## src/hw/supsv_pkg.sv

```systemverilog
// constants, types and decode helpers of the supply supervisor control block
// assumes one 200 MHz clock and an AXI4-Lite master on the register side
// Summary of operation
// - A change of the level select field from zero to a nonzero code starts a settling delay of about 50 us before monitoring begins.
// - While that delay runs no low-voltage flag is set, no reset is requested and the monitor-active bit reads zero.
// - Any write to the control register during the delay ends it at once; monitoring then starts unless the write sets the level to zero.
// - A change from one nonzero level code to another inserts no delay.
// - Bits 7 to 4 select the level: zero turns the supervisor off, each nonzero code enables it, 1111 picks the external sense input.
// - With bit 3 set a latched low-voltage flag requests a power-on reset while monitoring is active; with it clear no reset is requested.
// - Bit 2 is a read-only monitor-active status; writing it never turns the supervisor on.
// - Bit 1 is read-only and shows the live comparator output.
// - Bit 0 latches a low-voltage condition until software clears it.
// - Control bits are cleared only by brownout reset, never by power-on reset or power-up clear.
// - Clearing the flag while the low-voltage condition persists sets it again at once.
// - After brownout reset the level select is zero, so the supervisor is off.
`default_nettype none
package supsv_pkg;
    localparam int ADDR_W = 12;
    localparam int DATA_W = 32;
    localparam int CNT_W = 16;
    // printed offset is not word aligned, so it is kept as an index
    localparam logic [ADDR_W-1:0] CTRL_INDEX = 12'h056;
    localparam logic [ADDR_W-1:0] CTRL_ADDR = {CTRL_INDEX[9:0], 2'b00};
    localparam logic [ADDR_W-1:0] IRQ_STAT_ADDR = 12'h15C;
    localparam logic [ADDR_W-1:0] IRQ_MASK_ADDR = 12'h160;
    // control register layout
    localparam int LEVEL_HI = 7;
    localparam int LEVEL_LO = 4;
    localparam int RESET_EN_BIT = 3;
    localparam int ACTIVE_BIT = 2;
    localparam int COMP_BIT = 1;
    localparam int FLAG_BIT = 0;
    localparam logic [3:0] LEVEL_OFF = 4'h0;
    localparam logic [3:0] LEVEL_EXT = 4'hF;
    localparam logic [3:0] LEVEL_RESET = 4'h0;
    // interrupt layout
    localparam int IRQ_W = 2;
    localparam int IRQ_LOW_BIT = 0;
    localparam int IRQ_SETTLED_BIT = 1;
    localparam logic [IRQ_W-1:0] IRQ_RESET = 2'h0;
    localparam logic [1:0] RESP_OKAY = 2'h0;
    localparam logic [1:0] RESP_SLVERR = 2'h2;
    // settling time
    localparam int CLK_PERIOD_NS = 5;
    localparam int SETTLE_TIME_NS = 50000;
    localparam int SETTLE_CYCLES = SETTLE_TIME_NS / CLK_PERIOD_NS;
    localparam int SYNC_STAGES = 2;

    typedef enum logic {
        SETTLE_IDLE,
        SETTLE_RUN
    } supsv_settle_state_type;

    // a nonzero level code means the supervisor is powered
    function automatic logic supsv_level_on(input logic [3:0] level);
        supsv_level_on = (level != LEVEL_OFF);
    endfunction
endpackage
`default_nettype wire

```

## src/hw/supsv_settle_if.sv

```systemverilog
// handshake between the register logic and the settling timer
// assumes both ends run on the same clock
`default_nettype none
interface supsv_settle_if;
    logic start;
    logic abort;
    logic busy;
    logic done;
    modport ctrl (output start, output abort, input busy, input done);
    modport timer (input start, input abort, output busy, output done);
endinterface
`default_nettype wire

```

## src/hw/supsv_settle.sv

```systemverilog
// settling delay timer of the supply supervisor
// assumes start only while idle; abort ends a running delay at once
`default_nettype none
module supsv_settle
    import supsv_pkg::*;
#(
    parameter int unsigned COUNT = SETTLE_CYCLES
) (
    input wire logic aclk,
    input wire logic aresetn,
    supsv_settle_if.timer tmr
);
    supsv_settle_state_type state;
    logic [CNT_W-1:0] cnt;
    logic [CNT_W-1:0] load_value;
    logic expire;

    assign load_value = CNT_W'(COUNT - 1);
    assign expire = (state == SETTLE_RUN) && (cnt == '0);
    assign tmr.busy = (state == SETTLE_RUN);
    assign tmr.done = expire && !tmr.abort;

    // down counter on the device clock
    always_ff @(posedge aclk) begin
        if (!aresetn) begin
            state <= SETTLE_IDLE;
            cnt <= '0;
        end else begin
            case (state)
                SETTLE_IDLE: begin
                    if (tmr.start) begin
                        state <= SETTLE_RUN;
                        cnt <= load_value;
                    end
                end
                SETTLE_RUN: begin
                    if (tmr.abort || expire) begin
                        state <= SETTLE_IDLE;
                    end else begin
                        cnt <= cnt - 1'b1;
                    end
                end
                default: state <= SETTLE_IDLE;
            endcase
        end
    end

    // busy cycles of the current run, read only by the length check
    logic [CNT_W-1:0] run_len;

    always_ff @(posedge aclk) begin
        if (!aresetn || !tmr.busy) begin
            run_len <= '0;
        end else begin
            run_len <= run_len + 1'b1;
        end
    end
endmodule
`default_nettype wire

```

## src/hw/supsv_top.sv

```systemverilog
// supply supervisor control: register, settling delay, flag and reset request
// assumes an AXI4-Lite master on aclk and an asynchronous comparator pin
//
// The AXI4-Lite interface to the registers is this design's own decision.
`default_nettype none
module supsv_top
    import supsv_pkg::*;
#(
    parameter int unsigned SETTLE_COUNT = SETTLE_CYCLES
) (
    input wire logic aclk,
    input wire logic aresetn,
    // axi4-lite write address
    input wire logic [supsv_pkg::ADDR_W-1:0] s_axi_awaddr,
    input wire logic [2:0] s_axi_awprot,
    input wire logic s_axi_awvalid,
    output logic s_axi_awready,
    // axi4-lite write data
    input wire logic [supsv_pkg::DATA_W-1:0] s_axi_wdata,
    input wire logic [3:0] s_axi_wstrb,
    input wire logic s_axi_wvalid,
    output logic s_axi_wready,
    // axi4-lite write response
    output logic [1:0] s_axi_bresp,
    output logic s_axi_bvalid,
    input wire logic s_axi_bready,
    // axi4-lite read
    input wire logic [supsv_pkg::ADDR_W-1:0] s_axi_araddr,
    input wire logic [2:0] s_axi_arprot,
    input wire logic s_axi_arvalid,
    output logic s_axi_arready,
    output logic [supsv_pkg::DATA_W-1:0] s_axi_rdata,
    output logic [1:0] s_axi_rresp,
    output logic s_axi_rvalid,
    input wire logic s_axi_rready,
    // analog side
    input wire logic comparator_output,
    input wire logic power_up_clear,
    output logic [3:0] level_select,
    output logic external_sense_input,
    output logic supervisor_enable,
    output logic monitor_active,
    output logic power_on_reset_request,
    output logic irq
);
    supsv_settle_if settle_link ();

    // control register state; aresetn is the brownout reset
    logic [3:0] level;
    logic reset_on_low_enable;
    logic low_voltage_flag;
    // comparator synchroniser
    logic comp_meta;
    logic comp_sync;
    // interrupt registers
    logic [IRQ_W-1:0] irq_status;
    logic [IRQ_W-1:0] irq_mask;
    // write channel holding
    logic aw_held;
    logic [ADDR_W-1:0] aw_addr;
    logic w_held;
    logic [DATA_W-1:0] w_data;
    logic [3:0] w_strb;

    // decode
    logic do_write;
    logic ctrl_hit;
    logic ctrl_wr;
    logic stat_wr;
    logic mask_wr;
    logic wr_mapped;
    logic [3:0] wr_level;
    logic [3:0] next_level;
    logic next_flag;
    logic flag_set;
    logic settle_start;
    logic settle_abort;
    logic [IRQ_W-1:0] irq_event;
    logic [IRQ_W-1:0] next_irq_status;
    logic [IRQ_W-1:0] next_irq_mask;
    logic [7:0] ctrl_view;
    logic read_take;
    logic rd_mapped;
    logic [DATA_W-1:0] next_rdata;

    supsv_settle #(
        .COUNT(SETTLE_COUNT)
    ) u_settle (
        .aclk(aclk),
        .aresetn(aresetn),
        .tmr(settle_link.timer)
    );

    // the pin is asynchronous, only the second stage is looked at
    always_ff @(posedge aclk) begin
        if (!aresetn) begin
            comp_meta <= 1'b0;
            comp_sync <= 1'b0;
        end else begin
            comp_meta <= comparator_output;
            comp_sync <= comp_meta;
        end
    end

    // write decode; both channels must be held before the write acts
    assign do_write = aw_held && w_held && !s_axi_bvalid;
    assign ctrl_hit = do_write && (aw_addr == CTRL_ADDR);
    assign ctrl_wr = ctrl_hit && w_strb[0];
    assign stat_wr = do_write && (aw_addr == IRQ_STAT_ADDR) && w_strb[0];
    assign mask_wr = do_write && (aw_addr == IRQ_MASK_ADDR) && w_strb[0];
    assign wr_mapped = (aw_addr == CTRL_ADDR) || (aw_addr == IRQ_STAT_ADDR)
        || (aw_addr == IRQ_MASK_ADDR);
    assign wr_level = w_data[LEVEL_HI:LEVEL_LO];
    assign next_level = ctrl_wr ? wr_level : level;

    // the delay starts only on a zero to nonzero change
    assign settle_start = ctrl_wr && !supsv_level_on(level)
        && supsv_level_on(wr_level) && !settle_link.busy;
    // any control write, even with its lane off, cuts the delay short
    assign settle_abort = ctrl_hit && settle_link.busy;
    assign settle_link.start = settle_start;
    assign settle_link.abort = settle_abort;

    // status bit is derived, never stored, so a write cannot set it
    assign monitor_active = supsv_level_on(level) && !settle_link.busy;

    // comparator high means the supply is below threshold
    assign flag_set = monitor_active && comp_sync;
    // set wins over a software clear, so a lasting condition re-flags
    assign next_flag = flag_set
        || (ctrl_wr ? w_data[FLAG_BIT] : low_voltage_flag);

    // control register; only the brownout reset clears it
    always_ff @(posedge aclk) begin
        if (!aresetn) begin
            level <= LEVEL_RESET;
            reset_on_low_enable <= 1'b0;
            low_voltage_flag <= 1'b0;
        end else begin
            level <= next_level;
            low_voltage_flag <= next_flag;
            if (ctrl_wr) begin
                reset_on_low_enable <= w_data[RESET_EN_BIT];
            end
        end
    end

    // analog drive and reset request, registered so they stay glitch free
    always_ff @(posedge aclk) begin
        if (!aresetn) begin
            level_select <= LEVEL_RESET;
            external_sense_input <= 1'b0;
            supervisor_enable <= 1'b0;
            power_on_reset_request <= 1'b0;
        end else begin
            level_select <= next_level;
            external_sense_input <= (next_level == LEVEL_EXT);
            supervisor_enable <= supsv_level_on(next_level);
            power_on_reset_request <= reset_on_low_enable
                && low_voltage_flag && monitor_active;
        end
    end

    // interrupt events: fresh low-voltage flag and natural end of settling
    assign irq_event[IRQ_LOW_BIT] = flag_set && !low_voltage_flag;
    assign irq_event[IRQ_SETTLED_BIT] = settle_link.done;
    // write one to clear, an event in the same cycle wins
    assign next_irq_status = irq_event
        | (irq_status & ~(stat_wr ? w_data[IRQ_W-1:0] : IRQ_RESET));
    // power-up clear masks interrupts but leaves the control bits alone
    assign next_irq_mask = power_up_clear ? IRQ_RESET
        : (mask_wr ? w_data[IRQ_W-1:0] : irq_mask);

    always_ff @(posedge aclk) begin
        if (!aresetn) begin
            irq_status <= IRQ_RESET;
            irq_mask <= IRQ_RESET;
            irq <= 1'b0;
        end else begin
            irq_status <= next_irq_status;
            irq_mask <= next_irq_mask;
            irq <= |(irq_status & irq_mask);
        end
    end

    // write channels accepted in either order, one response at a time
    assign s_axi_awready = !aw_held;
    assign s_axi_wready = !w_held;

    always_ff @(posedge aclk) begin
        if (!aresetn) begin
            aw_held <= 1'b0;
            aw_addr <= '0;
        end else if (s_axi_awvalid && s_axi_awready) begin
            aw_held <= 1'b1;
            aw_addr <= s_axi_awaddr;
        end else if (do_write) begin
            aw_held <= 1'b0;
        end
    end

    always_ff @(posedge aclk) begin
        if (!aresetn) begin
            w_held <= 1'b0;
            w_data <= '0;
            w_strb <= '0;
        end else if (s_axi_wvalid && s_axi_wready) begin
            w_held <= 1'b1;
            w_data <= s_axi_wdata;
            w_strb <= s_axi_wstrb;
        end else if (do_write) begin
            w_held <= 1'b0;
        end
    end

    // write response; unmapped addresses answer with a slave error
    always_ff @(posedge aclk) begin
        if (!aresetn) begin
            s_axi_bvalid <= 1'b0;
            s_axi_bresp <= RESP_OKAY;
        end else if (do_write) begin
            s_axi_bvalid <= 1'b1;
            s_axi_bresp <= wr_mapped ? RESP_OKAY : RESP_SLVERR;
        end else if (s_axi_bready) begin
            s_axi_bvalid <= 1'b0;
        end
    end

    // read view of the control register, bits above the byte read zero
    assign ctrl_view = {level, reset_on_low_enable, monitor_active,
        comp_sync, low_voltage_flag};
    assign read_take = s_axi_arvalid && s_axi_arready;
    assign s_axi_arready = !s_axi_rvalid;
    assign rd_mapped = (s_axi_araddr == CTRL_ADDR)
        || (s_axi_araddr == IRQ_STAT_ADDR) || (s_axi_araddr == IRQ_MASK_ADDR);
    assign next_rdata = (s_axi_araddr == CTRL_ADDR) ? DATA_W'(ctrl_view)
        : (s_axi_araddr == IRQ_STAT_ADDR) ? DATA_W'(irq_status)
        : (s_axi_araddr == IRQ_MASK_ADDR) ? DATA_W'(irq_mask)
        : '0;

    always_ff @(posedge aclk) begin
        if (!aresetn) begin
            s_axi_rvalid <= 1'b0;
            s_axi_rdata <= '0;
            s_axi_rresp <= RESP_OKAY;
        end else if (read_take) begin
            s_axi_rvalid <= 1'b1;
            s_axi_rdata <= next_rdata;
            s_axi_rresp <= rd_mapped ? RESP_OKAY : RESP_SLVERR;
        end else if (s_axi_rready) begin
            s_axi_rvalid <= 1'b0;
        end
    end
endmodule
`default_nettype wire

```

## config.mk

```make
export PLATFORM = sky130hd
export DESIGN_NAME = supsv_top
export DESIGN_NICKNAME = d
export VERILOG_FILES = /design/src/hw/supsv_pkg.sv /design/src/hw/supsv_settle_if.sv /design/src/hw/supsv_settle.sv /design/src/hw/supsv_top.sv
export SDC_FILE = /design/constraint.sdc
export NUM_CORES = 1
export LEC_CHECK = 0
export ABC_AREA = 1
export ABC_CLOCK_PERIOD_IN_PS = 1800
export BUFFER_PORTS_ARGS = -buffer_cell sky130_fd_sc_hd__buf_2
export CORE_MARGIN = 2
export CORE_UTILIZATION = 45
export CTS_CLUSTER_DIAMETER = 30
export DETAILED_ROUTE_END_ITERATION = 16
export PLACE_DENSITY = 0.8
export SYNTH_ARGS = -nofsm -noshare
export SYNTH_HDL_FRONTEND = slang
export SYNTH_HIERARCHICAL = 1
export SYNTH_SLANG_ARGS = --single-unit
```

## constraint.sdc

```tcl
create_clock -name aclk -period 1.8 [get_ports aclk]
set_input_delay 0.18 -clock aclk [delete_from_list [all_inputs] [get_ports aclk]]
set_output_delay 0.18 -clock aclk [all_outputs]
set_load 0.005 [all_outputs]
```

==> reports/results.tsv, run 1 <==
stage	metric	value	unit
synth	post-synth cell types	33	
die	Starting Density	46.9	%
synth	Cell Area, Synth	3420	sq um
synth	Synth Register Bits	67	
die	die width	91.2	um
die	Rows	31	
sta	final hold slack	50.6	ps
die	Die Span Y	91.2	um
grt	first-pass GRT wire length	13800	um
synth	register area share after synthesis	39.2	%
grt	grt ovf	0	
synth	Post-Synthesis Cells	493	
power_and_ir_drop	Peak VDD IR	407	uV
synth	Synth async-reset ratio	0	%
final_layout	diodes inserted	0	
sta	setup TNS	0	ps
synth	top cell type's share of synthesized area	39.2	%
routing	# DRC	0	
cts	Root Buffer	clkbuf_8	
routing	routed vias	3386	
cts	CTS H-Tree Depth	3	
power_and_ir_drop	Power Density	742	nW/um^2
cts	Max Root-Sink Buffers	2	
synth	number of synthesized flops with an enable pin	0	
sta	setup violators final	0	
sta	final hold vios	0	
grt	total track usage	20.4	%
placed_design	dpl hpwl	5950	um
job	Max Cap Violations	0	
final_layout	Final nets	658	
routing	via/cell ratio	4.94	
die	Top Ports	125	
synth	Yosys top cell by area	dfxtp_1	
die	die area	8310	sq um
worst_setup_path	kind of critical path	reg -> reg	
cts	clk_lat worst skew	350	ps
worst_setup_path	crit-path max FO	7	
routing	WL final	8380	um
power_and_ir_drop	LEAKAGE	2.04	nW
final_layout	share of layout cells above drive strength 1	24.4	%
synth	Synth area leaders	dfxtp_1 (39%), nand2_1 (9.8%), nor2_1 (7.9%)	
die	core area	7290	sq um
synth	Synth Warn #	6	
worst_setup_path	CP endpoint kind	flip-flop	
worst_setup_path	Arr. time, crit path	1980	ps
cts	clock slew at reported path FFs	70	ps
synth	Avg Cell Area, Syn	6.94	sq um
sta	period utilization	94.5	%
routing	DR iter-0 viols	282	
worst_setup_path	CP required	2080	ps
synth	ys flop type	dfxtp_1	
grt	initial antenna violation count	0	
sta	max frequency	0.588	GHz
sta	Final Slew Violations	0	
sta	clk_skew	9.46	ps
cts	CTS Sinks	67	
synth	Post-synth top cells	nand2_1 (89), nor2_1 (72), dfxtp_1 (67)	
final_layout	Final Cell Area	4160	sq um
final_layout	final core utilization	57.1	%
outcome	status	finished, final reports clean	
routing	DR WL/cell	12.2	um
sta	Period minus WS final	1700	ps
worst_setup_path	crit start category	flip-flop	
grt	largest net degree at the start of global routing	31	
placed_design	Final Wtd Congestion	0.910	
placed_design	placed inst area	3830	sq um
routing	Detailed Routing Iterations Pass 1	5	
routing	Final ANT Viol Nets	0	
cts	CTS tree	yes	
placed_design	number of I/O port buffers	64	
worst_hold_path	hold crit path type	in -> reg	
synth	count leader, synth	nand2_1	
grt	vias in the first global route	3162	
cts	TritonCTS buffer count	9	
final_layout	Layout area overhead	21.7	%
[state kept, by name, indices dropped and copies added (netlist names), 2 cells and up]
name and count:
aw_addr 12, irq_mask 2, irq_status 2, level_select 4
s_axi_rdata 8, u_settle/cnt 16, w_data 7
[kinds of logic after synthesis]
logic type,after synthesis,share of synthesized area (%)
AO/OA/AOI/OAI,82,12.8
XOR/XNOR,1,0.256
adder cells (fa/ha/maj),1,0.366
buffers and inverters,101,14.5
flip-flops,67,39.2
other,1,0.110
AND/OR/NAND/NOR,240,32.7
[worst max-delay path, stage by stage (launching register included)]
cell and delay [ps]:
dfxtp_1 320, inv_1 90, ha_2 230, nand2_2 130, nor2_8 180, nand3_4 130
nand2_4 180, buf_4 150, nand3_1 70, a21oi_1 140
[placed cells by master (no fill, tap or decap), drive strengths merged]
cell type and instances:
nor4 5, clkbuf 10, nand3 38, o21a 1, dlygate4sd3 1, nand3b 3
ha 1, o22ai 1, inv 62, or2 2, buf 89, nor2 83
nor3 4, a211oi 6, xnor2 1, clkinv 6, dfxtp 67, conb 26
o21ai 35, nand4 9, bufinv 1, o21bai 1, a21oi 38, nand2 97
[layout make-up]
class | instances | area [sq um]
Clock inverter | 6 | 66.3
Clock buffer | 10 | 128
Tap cell | 99 | 124
Timing Repair Buffer | 90 | 526
Sequential cell | 67 | 1340
Inverter | 63 | 236
Fill cell | 687 | 3130
Multi-Input combinational cell | 351 | 1740
[per-stage QoR]
stage | total power [mW] | setup WS [ps] | instances
floorplan | 1.80 | 154 | 518
global route | 3.22 | -17.0 | 686
detailed placement | 1.87 | 2.87 | 661
finish | 3.09 | 98.7 | 686
global placement | 1.87 | 58.5 | 661
CTS | 3.10 | 36.2 | 680
[worst paths after layout]
| kind | from | endpoint | slack (ps) | cells past startpoint |
|---|---|---|---|---|
| max | u_settle/cnt[0] | u_settle/cnt[9] | 100 | 9 |
| min | s_axi_awaddr[7] | aw_addr[7] | 50 | 3 |
| max reg2reg | u_settle/cnt[0] | u_settle/cnt[9] | 100 | 9 |
| min reg2reg | comp_meta | comp_sync | 420 | 2 |
[where the power goes]
group          internal, mW  leakage [nW]  total (mW)  switching, mW
clock network         0.642         0.100        1.23          0.589
registers              1.54         0.547        1.57         0.0314
logic                 0.112          1.39       0.289          0.178
total                  2.29          2.04        3.09          0.798
[routing by layer]
layer / share of wire [%] / GRT usage, % / vias to the layer above
li1: - / - / 1714
met1: 44 / 25.5 / 1522
met2: 48 / 33.9 / 131
met3: 5.8 / 3.98 / 19
met4: 2.0 / 9.22 / 0
met5: 0 / 0 / -
[what timing repair did]
item / 4_1_cts / 5_1_grt
hold buffers: 1 / 0
setup buffers: 1 / 6
endpoints found under the hold margin: 1 / 0
cloned: 1 / 0
setup endpoints to repair: 15 / 16
resized for setup: 3 / 15
pin swaps: 2 / 10
No activity file was read; power rests on OpenSTA's default activity.
==> inputs of run 2 (changes only) <==
--- a/config.mk
+++ b/config.mk
@@ -12,7 +12,7 @@
 export CORE_UTILIZATION = 45
 export CTS_CLUSTER_DIAMETER = 30
 export DETAILED_ROUTE_END_ITERATION = 16
-export PLACE_DENSITY = 0.8
+export PLACE_DENSITY = 0.74
 export SYNTH_ARGS = -nofsm -noshare
 export SYNTH_HDL_FRONTEND = slang
 export SYNTH_HIERARCHICAL = 1
==> run 2 against run 1 <==
Effect of this change: design area decreased by 0.78%; non-clock buffer count decreased by 4; critical endpoint is now u_settle/cnt[0]; critical path depth increased by 2; critical path type unchanged; global-route usage decreased by 1.5 points; routed wire length decreased by 6.3%; cell count decreased by 0.73%; sequential power about the same; worst setup slack improved by 8.4 ps.
==> reports/results.tsv, run 2 (synthesis results as in run 1) <==
stage	metric	value	unit
final_layout	most frequent cells in the layout	nand2_1 (86), nor2_1 (69), dfxtp_1 (65)	
grt	total track usage	18.9	%
grt	largest net degree at the start of global routing	31	
final_layout	share of layout cells above drive strength 1	24.2	%
cts	clock slew at reported path FFs	80	ps
cts	Root Buffer	clkbuf_8	
final_layout	commonest non-fill, non-tap cell in the layout	nand2_1	
sta	period utilization	94.0	%
power_and_ir_drop	Peak VDD IR	426	uV
sta	clk_skew	10.3	ps
worst_setup_path	CP top delay family	simple AND/OR/NAND/NOR gates	
cts	TritonCTS buffer count	9	
placed_design	dpl hpwl	5920	um
worst_setup_path	CP required	2010	ps
power_and_ir_drop	part of the power in combinational logic	9.1	%
final_layout	Final Cell Area	4130	sq um
sta	Max-slew headroom	66.8	%
power_and_ir_drop	clock group share of total power	39.7	%
grt	GRT Max-Usage Layer	met2	
cts	clk_lat worst skew	340	ps
routing	routed vias	3307	
sta	Final Slew Violations	0	
outcome	status	finished, final reports clean	
die	die area	8310	sq um
placed_design	Final Wtd Congestion	0.897	
placed_design	dpl cells	659	
grt	initial antenna violation count	0	
sta	setup violators final	0	
worst_setup_path	crit path cell chain	inv_2, nor2_2, nand2_2, nor2_4, nand2_2, nor3_4, nor2_4, nand2_4, nand2_8, o21ai_0, a21oi_1	
final_layout	Largest regs	u_settle/cnt: 16 flops, aw_addr: 12 flops, s_axi_rdata: 8 flops	
final_layout	Post-Layout Cell Count	681	
power_and_ir_drop	Seq pwr share	51.2	%
worst_setup_path	max incr delay on CP	320	ps
routing	Detailed Routing Iterations Pass 1	4	
worst_setup_path	crit start category	flip-flop	
grt	grt met1 use	23.6	%
routing	Final ANT Viol Nets	0	
cts	cts hold-fix bufs	0	
sta	setup TNS	0	ps
final_layout	max reg flops	16	
routing	# DRC	0	
die	Top Ports	125	
die	core area	7290	sq um
cts	CTS tree	yes	
worst_setup_path	CP endpoint kind	flip-flop	
final_layout	Layout area overhead	20.7	%
sta	max frequency	0.591	GHz
die	die width	91.2	um
sta	unrepaired setup endpoints after global routing	yes	
worst_setup_path	crit-path max FO	13	
worst_setup_path	kind of critical path	reg -> reg	
worst_setup_path	Arr. time, crit path	1910	ps
final_layout	Final nets	653	
grt	GR Util met2	31.4	%
grt	grt ovf	0	
final_layout	largest reg by FF count	u_settle/cnt	
routing	via/cell ratio	4.86	
sta	worst slew pin tran	494	ps
routing	DR WL/cell	11.5	um
routing	DR iter-0 viols	139	
worst_setup_path	Crit path buffers/inverters	1	
grt	global-route track usage on met3	5.23	%
placed_design	placed inst area	3820	sq um
die	Die Span Y	91.2	um
power_and_ir_drop	LEAKAGE	2.00	nW
power_and_ir_drop	Power Density	742	nW/um^2
final_layout	final core utilization	56.6	%
cts	Max Root-Sink Buffers	2	
final_layout	diodes inserted	0	
routing	WL final	7850	um
grt	first-pass GRT wire length	12800	um
power_and_ir_drop	Internal Pwr Total	2.28	mW
worst_hold_path	hold crit path type	in -> reg	
die	Rows	31	
cts	CTS H-Tree Depth	3	
cts	CTS Sinks	67	
power_and_ir_drop	sw power	0.783	mW
sta	Period minus WS final	1690	ps
worst_setup_path	crit path max-delay cell type	dfxtp_2	
job	Max Cap Violations	0	
power_and_ir_drop	sw frac	25.5	%
placed_design	number of I/O port buffers	64	
die	Starting Density	46.9	%
sta	final hold slack	19.6	ps
sta	final hold vios	0	
grt	vias in the first global route	2949	
[run 2: worst register-to-register path, delay by kind of cell (launching register included)]
family	cells	cell delay, ps
compound gates	2	170
buf+inv	1	40
flops	1	320
simple gates	8	1040
[run 2: final timing paths]
kind / start / to / cells past startpoint / slack [ps]
setup / recovery: aw_addr[6] / u_settle/cnt[0] / 11 / 110
hold / removal: comparator_output / comp_meta / 3 / 20
setup reg to reg: aw_addr[6] / u_settle/cnt[0] / 11 / 110
hold reg to reg: comp_meta / comp_sync / 2 / 410
[run 2: per-layer routing]
layer | up-vias | part of all wire, % | wire length [um]
met2 | 109 | 49 | 3830
li1 | 1699 | - | -
met3 | 6 | 5.9 | 467
met1 | 1493 | 45 | 3500
met4 | 0 | 0.65 | 51
met5 | - | 0 | 0
[run 2: layout make-up]
type,instances,area (sq um)
Timing Repair Buffer,86,497
Multi-Input combinational cell,350,1730
Tap cell,99,124
Clock inverter,6,66.3
Inverter,63,240
Sequential cell,67,1340
Fill cell,710,3160
Clock buffer,10,128
[run 2: timing repair]
item / 4_1_cts / 5_1_grt
buffers inserted: 0 / 6
endpoints found under the setup margin: 0 / 17
resized for setup: 0 / 20
[run 2: metrics by stage]
step	total power, mW	setup slack (ps)
floorplan	1.80	154
global placement	1.86	81.1
detailed placement	1.87	46.1
CTS	3.09	16.8
global route	3.21	-31.7
finish	3.07	107
[run 2: power groups by stage]
stage          Clock [mW]  Sequential, mW  Combinational (mW)
6_report             1.22            1.57               0.280
5_1_grt              1.31            1.58               0.321
4_1_cts              1.25            1.57               0.273
3_5_place_dp            0            1.60               0.271
3_3_place_gp            0            1.60               0.264
2_1_floorplan           0            1.60               0.203
